[src/verilog/uif_pkg.sv]
// Purpose: Constants for the UART/IR event, FIFO control and line format block
// Assumes: 8-bit register port, one clock
// Notes:   Offsets are byte addresses on the plain register port
package uif_pkg;
  localparam logic [3:0] OFS_EVENT      = 4'h2;  // Read side of shared offset
  localparam logic [3:0] OFS_FIFO_CTRL  = 4'h2;  // Write side of shared offset
  localparam logic [3:0] OFS_LINE_BANK  = 4'h3;
  localparam logic [3:0] OFS_INT_ENABLE = 4'h1;
  localparam logic [3:0] OFS_MODE_CTRL  = 4'h4;
  localparam logic [3:0] OFS_SHADOW     = 4'h7;  // Line format shadow, bank 3
  localparam logic [3:0] OFS_EXT_CTRL   = 4'h8;  // Extended-mode and select bits

  localparam logic [7:0] RST_LINE_FORMAT = 8'h00;
  localparam logic [7:0] RST_BANK_SELECT = 8'h00;
  localparam logic [7:0] RST_FIFO_CTRL   = 8'h00;
  localparam logic [7:0] RST_INT_ENABLE  = 8'h00;
  localparam logic [2:0] RST_MODE        = 3'h0;
  localparam logic [1:0] RST_EXT_CTRL    = 2'h0;

  localparam int FC_ENABLE = 0;
  localparam int FC_RX_RST = 1;
  localparam int FC_TX_RST = 2;
  localparam int FC_TX_TH  = 4;
  localparam int FC_RX_TH  = 6;
  localparam int LF_BREAK  = 6;
  localparam int LF_BANKEN = 7;
  localparam int MODEM_STATUS_BITS = 4;

  localparam logic [2:0] MODE_UART  = 3'h0;
  localparam logic [2:0] MODE_ASKIR = 3'h2;
  localparam logic [2:0] MODE_SIR   = 3'h3;
  localparam logic [2:0] MODE_CIR   = 3'h6;

  localparam logic [5:0] TX_TH16 [4] = '{6'h01, 6'h03, 6'h09, 6'h0d};
  localparam logic [5:0] TX_TH32 [4] = '{6'h01, 6'h07, 6'h11, 6'h19};
  localparam logic [5:0] RX_TH16 [4] = '{6'h01, 6'h04, 6'h08, 6'h0e};
  localparam logic [5:0] RX_TH32 [4] = '{6'h01, 6'h08, 6'h10, 6'h1a};
endpackage
[src/verilog/uif_ctrl.sv]
// Purpose: Event flags, FIFO control and line format / bank select registers
// Assumes: Serial engines and FIFOs sit outside; their status arrives on inputs
// Notes:   Pin-derived status inputs pass two flip-flops before use
//
// Functional notes
// - Receive high flag: holding full, or FIFO at or above threshold or timeout.
// - Transmit low flag: holding empty, or FIFO below transmit threshold.
// - Line event flag on receiver error or break in UART, ASK-IR, SIR.
// - With FIFOs, parity/framing/break report at FIFO bottom; overrun at once.
// - Consumer-IR: bit 2 flags receiver overrun or transmitter underrun.
// - Modem flag from modem status bits 0-3; IR mode forced 0 if select set.
// - DMA flag sets on terminal count, clears when event register read.
// - Transmitter-idle flag mirrors line status bit 6 in UART, ASK-IR, CIR.
// - FIFO control at offset 02h is write-only; reads return events instead.
// - FIFO enable bit enables both FIFOs; clear flushes; always on in CIR.
// - Soft reset bits pulse receiver or transmitter reset, self clearing.
// - Transmit threshold from bits 5:4 in extended modes, ignored otherwise.
// - Receive threshold from bits 7:6; event when level at or above.
// - Reads at 03h return bank select; line format readable via shadow.
// - Write 03h: bit 7 clear updates both; else bank select only unless bank 1.
// - Bank decode: bit 7 set, bit 6 clear or low bits set gives bank 1.
// - Line format register resets to zero.
// - Line format bits 6:0 ignored in consumer-IR mode.
// - Character length 5, 6, 7 or 8 bits from bits 1:0.
// - Stop-count: one stop; set gives 1.5 for 5-bit else two; rx checks one.
// - Parity: odd, even, stick 1, stick 0 selected by even and stick bits.
// - Break forces serial low in UART, IR pulses in SIR, ASK-IR per modulation.
// - Event register bits 7:6 read zero and ignore writes.
module uif_ctrl #(
  parameter int FIFO_DEPTH = 16            // 16 or 32
) (
  input  wire logic        clock,            // 100 MHz
  input  wire logic        rst_b,            // Async reset, active low
  input  wire logic [3:0]  reg_addr,         // Register offset
  input  wire logic [7:0]  reg_wdata,        // Write data
  input  wire logic        reg_write,        // Write strobe
  input  wire logic        reg_read,         // Read strobe
  output logic      [7:0]  reg_rdata,        // Read data, cycle after strobe
  input  wire logic        rx_holding_full,  // Receive holding register full
  input  wire logic        tx_holding_empty, // Transmit holding register empty
  input  wire logic [5:0]  rx_fifo_level,    // Receive FIFO fill
  input  wire logic [5:0]  tx_fifo_level,    // Transmit FIFO fill
  input  wire logic        rx_timeout,       // Receive FIFO timeout level
  input  wire logic        bottom_error,     // Parity/frame/break at FIFO bottom
  input  wire logic        front_error,      // Parity/frame/break as received
  input  wire logic        rx_overrun,       // Overrun pulse
  input  wire logic        tx_underrun,      // Transmitter halted pulse
  input  wire logic        line_ack,         // Line status read pulse
  input  wire logic [3:0]  modem_status_reg, // Modem status change bits
  input  wire logic [7:0]  line_status_reg,  // Line status value
  input  wire logic        dma_tc,           // Terminal count, async pin
  input  wire logic        tx_bit,           // Transmit engine serial bit
  input  wire logic        ir_pulse,         // IR pulse source
  input  wire logic        ir_modulation,    // ASK-IR internal modulation on
  output logic             fifo_enable,      // FIFOs enabled
  output logic             rx_soft_reset,    // One-cycle receiver reset
  output logic             tx_soft_reset,    // One-cycle transmitter reset
  output logic      [3:0]  char_bits,        // Data bits per character
  output logic      [1:0]  stop_halves,      // Stop length in half bits
  output logic             parity_on,        // Parity generated and checked
  output logic      [1:0]  parity_kind,      // 0 odd,1 even,2 stick1,3 stick0
  output logic      [2:0]  bank,             // Selected bank
  output logic             serial_output,    // UART line out
  output logic             ir_transmit_output, // IR line out
  output logic             irq               // Interrupt request
);
  ////////////////////////////////////////////////////////////////////////////
  // Registers and synchronisers
  logic [7:0] fifo_ctrl_q, line_format_q, bank_select_reg_q, int_enable_q, rdata_q;
  logic [2:0] mode_q;
  logic [1:0] ext_ctrl_q;
  logic       dma_done_flag_q, line_event_flag_q;
  logic       rst_rx_q, rst_tx_q;
  logic [1:0] tc_sync_q;
  logic       tc_last_q;
  logic       ser_q, irt_q, irq_q, fifo_en_q;
  logic [3:0] char_q;
  logic [1:0] stop_q, pk_q;
  logic       pen_q;
  logic [2:0] bank_q;

  ////////////////////////////////////////////////////////////////////////////
  // Decode
  wire wr_fifo  = reg_write && reg_addr == uif_pkg::OFS_FIFO_CTRL;
  wire wr_line  = reg_write && reg_addr == uif_pkg::OFS_LINE_BANK;
  wire rd_event = reg_read  && reg_addr == uif_pkg::OFS_EVENT;
  wire extended = ext_ctrl_q[0];
  wire ir_modem_status_select = ext_ctrl_q[1];
  wire is_cir   = mode_q == uif_pkg::MODE_CIR;
  wire is_uart  = mode_q == uif_pkg::MODE_UART;
  wire is_sir   = mode_q == uif_pkg::MODE_SIR;
  wire is_ask   = mode_q == uif_pkg::MODE_ASKIR;
  wire fifo_on  = fifo_ctrl_q[uif_pkg::FC_ENABLE] || is_cir;

  // Bank decode of a value written with bit 7 set
  function automatic logic [2:0] bank_of(input logic [7:0] v);
    logic [2:0] b;
    b = 3'h0;
    if (!v[7])
      b = 3'h0;
    else if (!v[6] || v[1] || v[0])
      b = 3'h1;
    else if (v[5] && v[4:3] != 2'b11)
      b = 3'(3'h2 + v[4:2]);
    else
      b = 3'h0; // Reserved codes fall back to bank 0
    return b;
  endfunction
  wire [2:0] new_bank  = bank_of(reg_wdata);
  wire       lf_update = wr_line && (!reg_wdata[uif_pkg::LF_BANKEN] || new_bank == 3'h1);

  // Thresholds
  wire [1:0] txc = fifo_ctrl_q[uif_pkg::FC_TX_TH +: 2];
  wire [1:0] rxc = fifo_ctrl_q[uif_pkg::FC_RX_TH +: 2];
  wire [5:0] tx_th = !extended ? 6'h01 :
                     (FIFO_DEPTH == 32 ? uif_pkg::TX_TH32[txc] : uif_pkg::TX_TH16[txc]);
  wire [5:0] rx_th = FIFO_DEPTH == 32 ? uif_pkg::RX_TH32[rxc] : uif_pkg::RX_TH16[rxc];

  // Event flags
  wire rx_high_level_flag = fifo_on ? (rx_fifo_level >= rx_th || rx_timeout) : rx_holding_full;
  wire tx_low_level_flag  = fifo_on ? (tx_fifo_level < tx_th) : tx_holding_empty;
  wire rx_err   = fifo_on ? bottom_error : front_error;
  wire lev_set  = is_cir ? (rx_overrun || tx_underrun) : (rx_err || rx_overrun);
  wire modem_event_flag = (is_uart || !ir_modem_status_select) &&
                          |modem_status_reg[uif_pkg::MODEM_STATUS_BITS-1:0];
  wire tx_idle_flag = (is_uart || is_ask || is_cir) && line_status_reg[6];
  wire tc_rise  = tc_sync_q[1] && !tc_last_q;
  wire [7:0] event_ident = {2'b00, tx_idle_flag, dma_done_flag_q, modem_event_flag,
                            line_event_flag_q, tx_low_level_flag, rx_high_level_flag};

  // Read mux: offset 02h returns events, never FIFO control
  wire [7:0] rd_mux =
    reg_addr == uif_pkg::OFS_EVENT      ? event_ident :
    reg_addr == uif_pkg::OFS_LINE_BANK  ? bank_select_reg_q :
    reg_addr == uif_pkg::OFS_SHADOW && bank == 3'h3 ? line_format_q :
    reg_addr == uif_pkg::OFS_INT_ENABLE ? int_enable_q :
    reg_addr == uif_pkg::OFS_MODE_CTRL  ? {mode_q, 5'h00} :
    reg_addr == uif_pkg::OFS_EXT_CTRL   ? {6'h00, ext_ctrl_q} : 8'h00;

  // Line format decode; consumer-IR ignores bits 6:0
  wire [7:0] lf  = is_cir ? 8'h00 : line_format_q;
  wire [3:0] cb  = 4'(4'h5 + {2'b00, lf[1:0]});
  wire [1:0] sh  = !lf[2] ? 2'h2 : (lf[1:0] == 2'b00 ? 2'h3 : 2'h0); // 0 codes four halves
  wire       brk = lf[uif_pkg::LF_BREAK];
  wire ser_d = (brk && is_uart) ? 1'b0 : tx_bit;
  wire irt_d = !brk ? ir_pulse : is_sir ? ir_pulse : (is_ask && !ir_modulation) ? 1'b1 : ir_pulse;
  wire irq_d = |(event_ident[5:0] & int_enable_q[5:0]);

  ////////////////////////////////////////////////////////////////////////////
  // State
  always_ff @(posedge clock or negedge rst_b)
  begin
    if (!rst_b)
    begin
      fifo_ctrl_q       <= uif_pkg::RST_FIFO_CTRL;
      line_format_q     <= uif_pkg::RST_LINE_FORMAT;
      bank_select_reg_q <= uif_pkg::RST_BANK_SELECT;
      int_enable_q      <= uif_pkg::RST_INT_ENABLE;
      mode_q            <= uif_pkg::RST_MODE;
      ext_ctrl_q        <= uif_pkg::RST_EXT_CTRL;
      dma_done_flag_q   <= 1'b0;
      line_event_flag_q <= 1'b0;
      rst_rx_q          <= 1'b0;
      rst_tx_q          <= 1'b0;
      tc_sync_q         <= 2'b00;
      tc_last_q         <= 1'b0;
      rdata_q           <= 8'h00;
    end
    else
    begin
      tc_sync_q <= {tc_sync_q[0], dma_tc};
      tc_last_q <= tc_sync_q[1];
      rdata_q   <= reg_read ? rd_mux : 8'h00;
      if (wr_fifo)
        fifo_ctrl_q <= {reg_wdata[7:4], 1'b0, 2'b00, reg_wdata[0]};
      rst_rx_q <= wr_fifo && reg_wdata[uif_pkg::FC_RX_RST];
      rst_tx_q <= wr_fifo && reg_wdata[uif_pkg::FC_TX_RST];
      if (wr_line)
        bank_select_reg_q <= reg_wdata;
      if (lf_update)
        line_format_q <= reg_wdata;
      if (reg_write && reg_addr == uif_pkg::OFS_INT_ENABLE)
        int_enable_q <= {2'b00, reg_wdata[5:0]};
      if (reg_write && reg_addr == uif_pkg::OFS_MODE_CTRL)
        mode_q <= reg_wdata[7:5];
      if (reg_write && reg_addr == uif_pkg::OFS_EXT_CTRL)
        ext_ctrl_q <= reg_wdata[1:0];
      // Set wins over clear
      if (tc_rise)
        dma_done_flag_q <= 1'b1;
      else if (rd_event)
        dma_done_flag_q <= 1'b0;
      if (lev_set)
        line_event_flag_q <= 1'b1;
      else if (line_ack || rst_rx_q)
        line_event_flag_q <= 1'b0;
    end
  end

  always_ff @(posedge clock or negedge rst_b)
  begin
    if (!rst_b)
    begin
      ser_q  <= 1'b1;
      irt_q  <= 1'b0;
      irq_q  <= 1'b0;
      fifo_en_q <= 1'b0;
      char_q <= 4'h5;
      stop_q <= 2'h2;
      pen_q  <= 1'b0;
      pk_q   <= 2'h0;
      bank_q <= 3'h0;
    end
    else
    begin
      ser_q  <= ser_d;
      irt_q  <= irt_d;
      irq_q  <= irq_d;
      fifo_en_q <= fifo_on;
      char_q <= cb;
      stop_q <= sh;
      pen_q  <= lf[3];
      pk_q   <= {lf[5], lf[5] ^ lf[4]} ^ {1'b0, lf[5]};
      bank_q <= lf_update && !reg_wdata[7] ? 3'h0 : wr_line ? new_bank : bank_q;
    end
  end

  ////////////////////////////////////////////////////////////////////////////
  // Outputs
  assign reg_rdata          = rdata_q;
  assign fifo_enable        = fifo_en_q;
  assign rx_soft_reset      = rst_rx_q;
  assign tx_soft_reset      = rst_tx_q;
  assign char_bits          = char_q;
  assign stop_halves        = stop_q;
  assign parity_on          = pen_q;
  assign parity_kind        = pk_q;
  assign bank               = bank_q;
  assign serial_output      = ser_q;
  assign ir_transmit_output = irt_q;
  assign irq                = irq_q;
endmodule

[config.mk]
export PLATFORM = sky130hd
export DESIGN_NAME = uif_ctrl
export DESIGN_NICKNAME = d
export VERILOG_FILES = /design/src/verilog/uif_pkg.sv /design/src/verilog/uif_ctrl.sv
export SDC_FILE = /design/constraint.sdc
export NUM_CORES = 1
export LEC_CHECK = 0
export ABC_CLOCK_PERIOD_IN_PS = 3300
export BUFFER_PORTS_ARGS = -buffer_cell sky130_fd_sc_hd__buf_2
export CAP_MARGIN = 30
export CORE_MARGIN = 1
export CORE_UTILIZATION = 25
export DETAILED_ROUTE_END_ITERATION = 10
export GPL_ROUTABILITY_DRIVEN = 0
export GPL_TIMING_DRIVEN = 0
export PLACE_DENSITY = 0.41
export SLEW_MARGIN = 25
export SYNTH_ARGS = -nofsm -noshare
export SYNTH_HDL_FRONTEND = slang
export SYNTH_SLANG_ARGS = --single-unit
[constraint.sdc]
create_clock -name clock -period 3.3 [get_ports clock]
set_clock_uncertainty 0.05 [all_clocks]
set_input_delay 0.495 -clock clock [delete_from_list [all_inputs] [get_ports clock]]
set_output_delay 0.495 -clock clock [all_outputs]
set_load 0.005 [all_outputs]
---- Yosys cells after proc, flatten, opt, wreduce, memory -nomap -nowiden ----
Index checks and enable logic that the tools add are counted.
operators by class
  bitwise logic cells ..................... 5
  divide/modulo/power cells ............... 0
  shift-type cells ........................ 0
  multiply operators ...................... 0
  $add $sub $neg .......................... 2
  equal/unequal tests ..................... 12
  $lt $le $gt $ge ......................... 4
  reduce and logical (&&, ||, !) cells .... 40
  muxes and demuxes ....................... 34
operators by type and width
  operator                                                  count
  two-way mux 8 bit                                         6
  two-way mux 6 bit                                         5
  binary-select mux 6 bit (select 2 bit)                    2
  logical AND 1 bit                                         17
  two-way mux 3 bit                                         5
  two-way mux 1 bit                                         12
  logical OR 1 bit                                          11
  equality test 3 x 2 -> 1 bit, second input constant       3
  equality test 4 x 2 -> 1 bit, second input constant       2
  equality test 4 x 3 -> 1 bit, second input constant       2
  two-way mux 7 bit                                         1
  bitwise AND 6 bit                                         1
  greater-or-equal comparator 3 bit, second input constant  2
  greater-or-equal comparator 6 bit                         1
  less-than comparator 6 bit                                1
  two-way mux 2 bit                                         3
  inverter 2 -> 3 bit                                       2
  nonzero test 2 bit                                        3
  OR reduction 6 bit                                        1
  zero test 1 bit                                           5
  adder 3 x 2 -> 4 bit, first input constant                1
  equality test 4 x 1 -> 1 bit, second input constant       1
  equality test 4 bit, second input constant                1
  OR reduction 4 bit                                        1
  8 further kinds                                           8
storage, ports and cells
  bits in read-only memories .............. 0
  register bits ........................... 63
  memories ................................ 0
  bits in latches ......................... 0
  memory bits (writable) .................. 0
  output and inout bits ................... 26

---- Longest topological paths before layout ----
Gate-level depths: netlist of run 1.
  word-level depth ........................ 10
  depth in mapped cells ................... 7
  mapped depth without buffers ............ 7

---- Worst setup path before layout of run 1 ----
OpenSTA, ideal clock, no wires.
  path kind ............................... input port to flip-flop
  start point ............................. input port rx_fifo_level[0]
  end point ............................... register irq_q, in the netlist irq
  stages on the path ...................... 7
  slack ................................... 1404 ps
  arrival ................................. 1720 ps
  data required time ...................... 3124 ps
  path buffers ............................ 0
  setup time .............................. 126 ps
  path through ............................ inv_1 -> ha_1 -> nand2b_1 -> a211o_1 -> o211ai_1 -> a31oi_1 -> a221o_1
on the way
  word-level cells in the longest chain between the ends .. 5
ends and longest elaborated chain
  item                               RTL line         source
  start: declaration                 uif_ctrl.sv:41   input wire logic [5:0] rx_fifo_level,
  greater-or-equal comparator 6 bit  uif_ctrl.sv:120  wire rx_high_level_flag = fifo_on ? (rx_fifo_level >= rx_th || rx_timeout) : rx_holding_full;
  logical OR 1 bit                   uif_ctrl.sv:120
  two-way mux 1 bit                  uif_ctrl.sv:120
  bitwise AND 6 bit                  uif_ctrl.sv:147  wire irq_d = |(event_ident[5:0] & int_enable_q[5:0]);
  OR reduction 6 bit                 uif_ctrl.sv:147
  via irq_d                          uif_ctrl.sv:147
  end signal: assignment             uif_ctrl.sv:218  irq_q <= irq_d;
  end: declaration                   uif_ctrl.sv:76   logic ser_q, irt_q, irq_q, fifo_en_q;
The timed path passes the listed nets, and every way through them passes these cells.
A chain may end at the register's enable or synchronous reset.

---- Worst setup path after layout of run 1 ----
  start point ............................. register fifo_ctrl_q[7]
  end point ............................... register irq_q, in the netlist irq
on the way
  word-level cells in the longest chain between the ends .. 9
ends and longest elaborated chain
  item                                                  RTL line         source
  start: declaration                                    uif_ctrl.sv:69   logic [7:0] fifo_ctrl_q, line_format_q, bank_select_reg_q, int_enable_q, rdata_q;
  start signal: assignment                              uif_ctrl.sv:155  fifo_ctrl_q <= uif_pkg::RST_FIFO_CTRL;
  start signal: assignment                              uif_ctrl.sv:175  fifo_ctrl_q <= {reg_wdata[7:4], 1'b0, 2'b00, reg_wdata[0]};
  inverter 2 -> 3 bit (implied by the code)             uif_ctrl.sv:117  wire [5:0] rx_th = FIFO_DEPTH == 32 ? uif_pkg::RX_TH32[rxc] : uif_pkg::RX_TH16[rxc];
  binary-select mux 6 bit (select 2 bit)                uif_ctrl.sv:117
  two-way mux 6 bit (implied by the code) (2 in a row)  uif_ctrl.sv:117
  greater-or-equal comparator 6 bit                     uif_ctrl.sv:120
  logical OR 1 bit                                      uif_ctrl.sv:120
  two-way mux 1 bit                                     uif_ctrl.sv:120
  bitwise AND 6 bit                                     uif_ctrl.sv:147
  OR reduction 6 bit                                    uif_ctrl.sv:147
  via irq_d                                             uif_ctrl.sv:147
The timed path passes the listed nets, and every way through them passes these cells. The select of a mux whose other input is x is not followed.

==> results.sh, run 1 <==
export IMPL_cp_slowest_cell="dfrtp_1"
export IMPL_clk_pin_slew_ns=0.06
export IMPL_p_leak_uw=0.001851
export IMPL_fin_crit_sh_pct=58.40
export IMPL_cts_buffer_depth=2
export IMPL_grt_util_all_layers_pct=13.35
export IMPL_synth_main_ff_cell="dfrtp_1"
export IMPL_first_iter_violations=81
export IMPL_cts_setup_buffers=0
export IMPL_cp_start_kind="flip-flop"
export IMPL_cts_hold_buf=0
export IMPL_relSlewSlack_pct=67.38
export IMPL_fmax_ghz=0.5189
export IMPL_antenna_found_initial=0
export IMPL_post_synth_num_cell_types=58
export IMPL_hold_class="input port to async pin"
export IMPL_crit_path_end_kind="flip-flop"
export IMPL_rsz0062_at_grt="false"
export IMPL_crit_fanout=4
export IMPL_grt_pass1_wl_mm=12.33
export IMPL_dp_slack_ns=1.212
export IMPL_synth_nets=306
export IMPL_grt_overflow=0
export IMPL_wl_mm=7.783
export IMPL_area_growth_pct=27.33
export IMPL_drtAntennaViolNets=0
export IMPL_grt_pass1_vias=2203
export IMPL_final_hold_violation_count=0
export IMPL_ys_async_sr_fraction_pct=100.0
export IMPL_syn_inst=244
export IMPL_arrival_ns=2.09
export IMPL_violations="design-rule violations"
export IMPL_synth_avg_cell_area_sq_um=12.40
export IMPL_layout_min_cycle_time_ns=1.927
export IMPL_core_area_sq_um=11610
export IMPL_via_per_inst=4.633
export IMPL_cp_cell_sequence="nor2_1 > ha_1 > nand2b_1 > a211o_1 > o211ai_1 > a31oi_1 > a221o_1"
export IMPL_wl_per_cell_um=16.52
export IMPL_route_detailed_drc=5
export IMPL_cpPeakStageDelay_ns=0.40
export IMPL_clock_root_buffer="clkbuf_16"
export IMPL_cts_tree="done"
export IMPL_rows=39
export IMPL_nFillCells=1211
export IMPL_nets=385
export IMPL_clkLatencyLatePin_ns=0.33
export IMPL_power_density_nw_per_um2=616.9
export IMPL_fin_setup_tns_ns=0
export IMPL_multiInputGateArea_sq_um=1360
export IMPL_worst_slack_ns=1.373
export IMPL_clkSinkCount=63
export IMPL_ff_latch_area_sq_um=1582
export IMPL_initial_core_util_pct=26.06
export IMPL_clock_tree_htree_level_count=3
export IMPL_ir_drop_v=0.0001921
export IMPL_synth_area_sq_um=3027
export IMPL_synth_edf_count=0
export IMPL_dieArea_sq_um=12550
export IMPL_dp_hpwl_mm=5.761
export IMPL_crit_type="flip-flop to flip-flop"
export IMPL_synth_seq_cells=63
export IMPL_setup_viol=0
export IMPL_numCtsBuffers=9
export IMPL_slew_violations=0
export IMPL_drtPass1Iterations=7
export IMPL_die_y_um=112.0
export IMPL_ys_seq_area_share_pct=52.25
export IMPL_vias=2182
export IMPL_cts_resized=0
export IMPL_crit_required_ns=3.47
export IMPL_num_antenna_cells=0
export IMPL_die_w_um=112.0
export IMPL_max_cap_viol_count=0
export IMPL_portBuffers=67
export IMPL_grt_max_degree=41
export IMPL_layout_common_cells="buf_2, dfrtp_1, mux2_2"
export IMPL_tightestPinTransition_ns=0.4877
export IMPL_yosysWarnings=0
export IMPL_final_common_cell="buf_2"
export IMPL_status="complete, but fails checks"
export IMPL_drive_gt1_share_pct=43.60
export IMPL_io_pin_count=78
## worst max-delay path, delay by kind of cell (launching register included)
family          cells  cell delay [ns]
compound gates      4             0.88
simple gates        2             0.26
flops               1             0.40
fa+ha+maj           1             0.22
## per-stage QoR
| stage | area, sq um | hold slack, ns | cells | utilization, % | power (uW) |
|---|---|---|---|---|---|
| floorplan | 3027 | 0.1494 | 244 | - | 1280 |
| detailed placement | 3563 | 0.2862 | 455 | 30.68 | 1472 |
| finish | 3854 | 0.01097 | 471 | 33.18 | 2378 |
| CTS | 3854 | 0.02041 | 471 | 33.18 | 2409 |
| global route | 3854 | 0.03541 | 471 | 33.18 | 2497 |
| global placement | 3541 | 0.2861 | 454 | 30.49 | 1459 |
## cells in the mapped netlist (3+ instances only)
cell type	number	share of area, %
dfrtp_1	59	49
mux2_2	25	9.3
nand2_1	22	2.7
ha_1	10	4.1
inv_1	10	1.2
nor2_1	10	1.2
a21oi_1	7	1.2
mux2_4	7	3.5
o21ai_0	6	0.99
a22o_1	5	1.4
nor2b_1	5	1.0
a22oi_1	4	0.99
buf_4	4	0.99
dfstp_2	4	3.5
nand3b_1	4	0.99
a32oi_1	3	0.87
and2_2	3	0.74
nand3_1	3	0.50
nand4b_1	3	0.87
nor2_2	3	0.62
## cell type report
cell class | instances | share of cell area (%)
Sequential cell | 63 | 41.04
Clock buffer | 10 | 5.942
Clock inverter | 6 | 1.591
Timing Repair Buffer | 68 | 9.286
Inverter | 11 | 1.071
Tap cell | 143 | 4.643
Buffer | 7 | 1.136
Multi-Input combinational cell | 163 | 35.29
## final timing paths
path                            cells past startpoint      startpoint       endpoint  slack, ns
worst max register to register                      7  fifo_ctrl_q[7]            irq       1.37
worst min register to register                      0    tc_sync_q[0]   tc_sync_q[1]       0.29
max in group asynchronous                           2           rst_b  serial_output       2.61
worst min-delay path                                1           rst_b   char_bits[3]       0.01
min in group clock                                  1          dma_tc   tc_sync_q[0]       0.22
worst max-delay path                                7  fifo_ctrl_q[7]            irq       1.37
## sequential cells by signal, summed over array words and instances, names as in the netlist, 2 cells and up
| signal | cells |
|---|---|
| fifo_ctrl_q | 5 |
| parity_kind | 2 |
| tc_sync_q | 2 |
| ext_ctrl_q | 2 |
| int_enable_q | 6 |
| mode_q | 3 |
| bank | 3 |
| line_format_q | 8 |
| reg_rdata | 8 |
| stop_halves | 2 |
| bank_select_reg_q | 8 |
| char_bits | 4 |
## power by group
group / total [uW] / internal (uW) / switching (uW)
sequential: 1020 / 923 / 101
combinational: 424 / 231 / 193
clock: 930 / 581 / 348
total: 2380 / 1740 / 642
## metal layers
layer	part of all wire [%]	global-route usage [%]	vias up	routed length [um]
li1	-	-	1047	-
met1	47	18.39	1060	3696
met2	46	20.46	64	3573
met3	5.4	3.348	11	420
met4	1.2	4.533	0	93
met5	0	0	-	0
## cell families after synthesis
| group | after synthesis | synth area share, % |
|---|---|---|
| AO/OA/AOI/OAI | 47 | 12.03 |
| adder cells (fa/ha/maj) | 10 | 4.134 |
| buffers and inverters | 18 | 2.811 |
| flip-flops | 63 | 52.25 |
| multiplexers | 35 | 13.85 |
| AND/OR/NAND/NOR | 71 | 14.92 |
Note: power is estimated with default switching activity, not from simulation.
==> run 2, diff against run 1 <==
--- a/config.mk
+++ b/config.mk
@@ -5,7 +5,7 @@
 export SDC_FILE = /design/constraint.sdc
 export NUM_CORES = 1
 export LEC_CHECK = 0
-export ABC_CLOCK_PERIOD_IN_PS = 3300
+export ABC_CLOCK_PERIOD_IN_PS = 1600
 export BUFFER_PORTS_ARGS = -buffer_cell sky130_fd_sc_hd__buf_2
 export CAP_MARGIN = 30
 export CORE_MARGIN = 1
@@ -13,7 +13,7 @@
 export DETAILED_ROUTE_END_ITERATION = 10
 export GPL_ROUTABILITY_DRIVEN = 0
 export GPL_TIMING_DRIVEN = 0
-export PLACE_DENSITY = 0.41
+export PLACE_DENSITY = 0.42
 export SLEW_MARGIN = 25
 export SYNTH_ARGS = -nofsm -noshare
 export SYNTH_HDL_FRONTEND = slang
==> constraint.sdc (replaced) <==
create_clock -name clock -period 1.6 [get_ports clock]
set_clock_uncertainty 0.05 [all_clocks]
set_input_delay 0.24 -clock clock [delete_from_list [all_inputs] [get_ports clock]]
set_output_delay 0.24 -clock clock [all_outputs]
set_load 0.005 [all_outputs]
==> run 2 against run 1 <==
Effect of this change: the flow finishes with violations (design-rule violations, negative setup slack); setup slack got worse by 1.6 ns; combinational power up 120%; global-route usage rose by 0.61 points; sequential cell count did not move; die area unchanged.
==> results.sh, run 2 (same netlist as run 1, synthesis figures left out) <==
export IMPL_die_w_um=112.0
export IMPL_crit_required_ns=1.76
export IMPL_p_total_uw=4848
export IMPL_worst_slack_ns=-0.2750
export IMPL_area_growth_pct=28.90
export IMPL_layout_min_cycle_time_ns=1.875
export IMPL_final_hold_violation_count=0
export IMPL_nets=389
export IMPL_wl_mm=7.933
export IMPL_num_antenna_cells=0
export IMPL_io_pin_count=78
export IMPL_crit_path_end_kind="flip-flop"
export IMPL_dp_hpwl_mm=5.706
export IMPL_cp_cell_sequence="nor2_1 > ha_1 > nand2b_4 > a211o_1 > o211ai_1 > a31oi_2 > a221o_1"
export IMPL_clk_pin_slew_ns=0.05
export IMPL_portBuffers=67
export IMPL_clock_root_buffer="clkbuf_16"
export IMPL_antenna_found_initial=0
export IMPL_core_area_sq_um=11610
export IMPL_dpl_cell_count=455
export IMPL_clock_tree_htree_level_count=3
export IMPL_grt_pass1_vias=2250
export IMPL_cp_start_kind="flip-flop"
export IMPL_wl_per_cell_um=16.70
export IMPL_cts_tree="done"
export IMPL_ir_drop_v=0.0004496
export IMPL_clkSinkCount=63
export IMPL_route_detailed_drc=4
export IMPL_layout_common_cells="buf_2, dfrtp_1, mux2_2"
export IMPL_layoutNonFillerInstCount=475
export IMPL_nFillCells=1202
export IMPL_grt_util_all_layers_pct=13.96
export IMPL_arrival_ns=2.04
export IMPL_relSlewSlack_pct=47.04
export IMPL_dieArea_sq_um=12550
export IMPL_fin_crit_sh_pct=117.2
export IMPL_power_density_nw_per_um2=1243
export IMPL_die_y_um=112.0
export IMPL_slew_violations=0
export IMPL_rows=39
export IMPL_cts_buffer_depth=2
export IMPL_grt_max_degree=37
export IMPL_grt_pass1_wl_mm=12.74
export IMPL_p_leak_uw=0.001867
export IMPL_cpPeakStageDelay_ns=0.39
export IMPL_status="complete, but fails checks"
export IMPL_initial_core_util_pct=26.06
export IMPL_violations="design-rule violations, negative setup slack"
export IMPL_first_iter_violations=114
export IMPL_hold_class="input port to flip-flop"
export IMPL_tightestPinTransition_ns=0.7842
export IMPL_drive_gt1_share_pct=44.58
export IMPL_max_cap_viol_count=0
export IMPL_numCtsBuffers=9
export IMPL_cp_slowest_cell="dfrtp_1"
export IMPL_vias=2205
export IMPL_final_common_cell="buf_2"
export IMPL_setup_viol=3
export IMPL_rsz0062_at_grt="true"
export IMPL_crit_type="flip-flop to flip-flop"
export IMPL_final_util_pct=33.59
export IMPL_crit_fanout=3
export IMPL_drtPass1Iterations=7
export IMPL_drtAntennaViolNets=0
export IMPL_via_per_inst=4.642
export IMPL_grt_overflow=0
export IMPL_fmax_ghz=0.5333
export IMPL_clkLatencyLatePin_ns=0.33
[run 2: what timing repair did]
item,CTS,global route
endpoints found under the hold margin,25,0
setup buffers,2,0
pin swaps,8,2
gates resized for setup,6,0
setup endpoints to repair,4,3
hold buffers,2,0
gates cloned,0,0
[run 2: layout make-up]
class | count | area (sq um) | area share [%]
multi-input combinational | 163 | 1389 | 35.60
clock inverter | 1 | 5.005 | 0.1283
buffer | 7 | 43.79 | 1.123
tap | 143 | 178.9 | 4.586
sequential | 63 | 1583 | 40.57
clock buffer | 15 | 267.8 | 6.863
inverter | 11 | 41.29 | 1.058
timing repair buffer | 72 | 392.9 | 10.07
[run 2: power breakdown]
part,internal [uW],switching (uW)
combinational,507,419
clock,1130,679
sequential,1910,205
[run 2: worst paths after layout]
kind | from | endpoint | slack, ns | depth (start not counted)
worst min-delay path | ir_pulse | ir_transmit_output | 0.04 | 2
max in group asynchronous | rst_b | serial_output | 0.59 | 3
worst max register to register | fifo_ctrl_q[7] | irq | -0.28 | 7
worst max-delay path | fifo_ctrl_q[7] | irq | -0.28 | 7
worst min register to register | tc_sync_q[0] | tc_sync_q[1] | 0.30 | 0
min in group asynchronous | rst_b | fifo_ctrl_q[0] | 0.32 | 2
[run 2: metrics by stage]
| step | cell area (sq um) | TNS (ns) | setup slack (ns) | hold WS [ns] |
|---|---|---|---|---|
| floorplan | 3027 | -0.2275 | -0.1370 | -0.1056 |
| global placement | 3541 | -6.438 | -0.3085 | 0.2962 |
| detailed placement | 3563 | -2.576 | -0.3084 | 0.1434 |
| CTS | 3901 | -0.6565 | -0.3072 | 0.03569 |
| global route | 3901 | -0.9135 | -0.3975 | 0.03775 |
| finish | 3901 | -0.5708 | -0.2750 | 0.04467 |
[run 2: critical path: cells and delay by family (launching register included)]
family	cells	cell delay [ns]
adder cells (fa/ha/maj)	1	0.23
flip-flops	1	0.39
AND/OR/NAND/NOR	2	0.24
AO/OA/AOI/OAI	4	0.83
[run 2: layer usage]
metal | part of all wire, % | vias to the layer above | routed length (um) | track usage [%]
li1 | - | 1050 | - | -
met1 | 49 | 1072 | 3925 | 19.49
met2 | 43 | 68 | 3385 | 19.71
met3 | 5.4 | 15 | 427 | 4.428
met4 | 2.5 | 0 | 195 | 6.133
met5 | 0 | - | 0 | 0
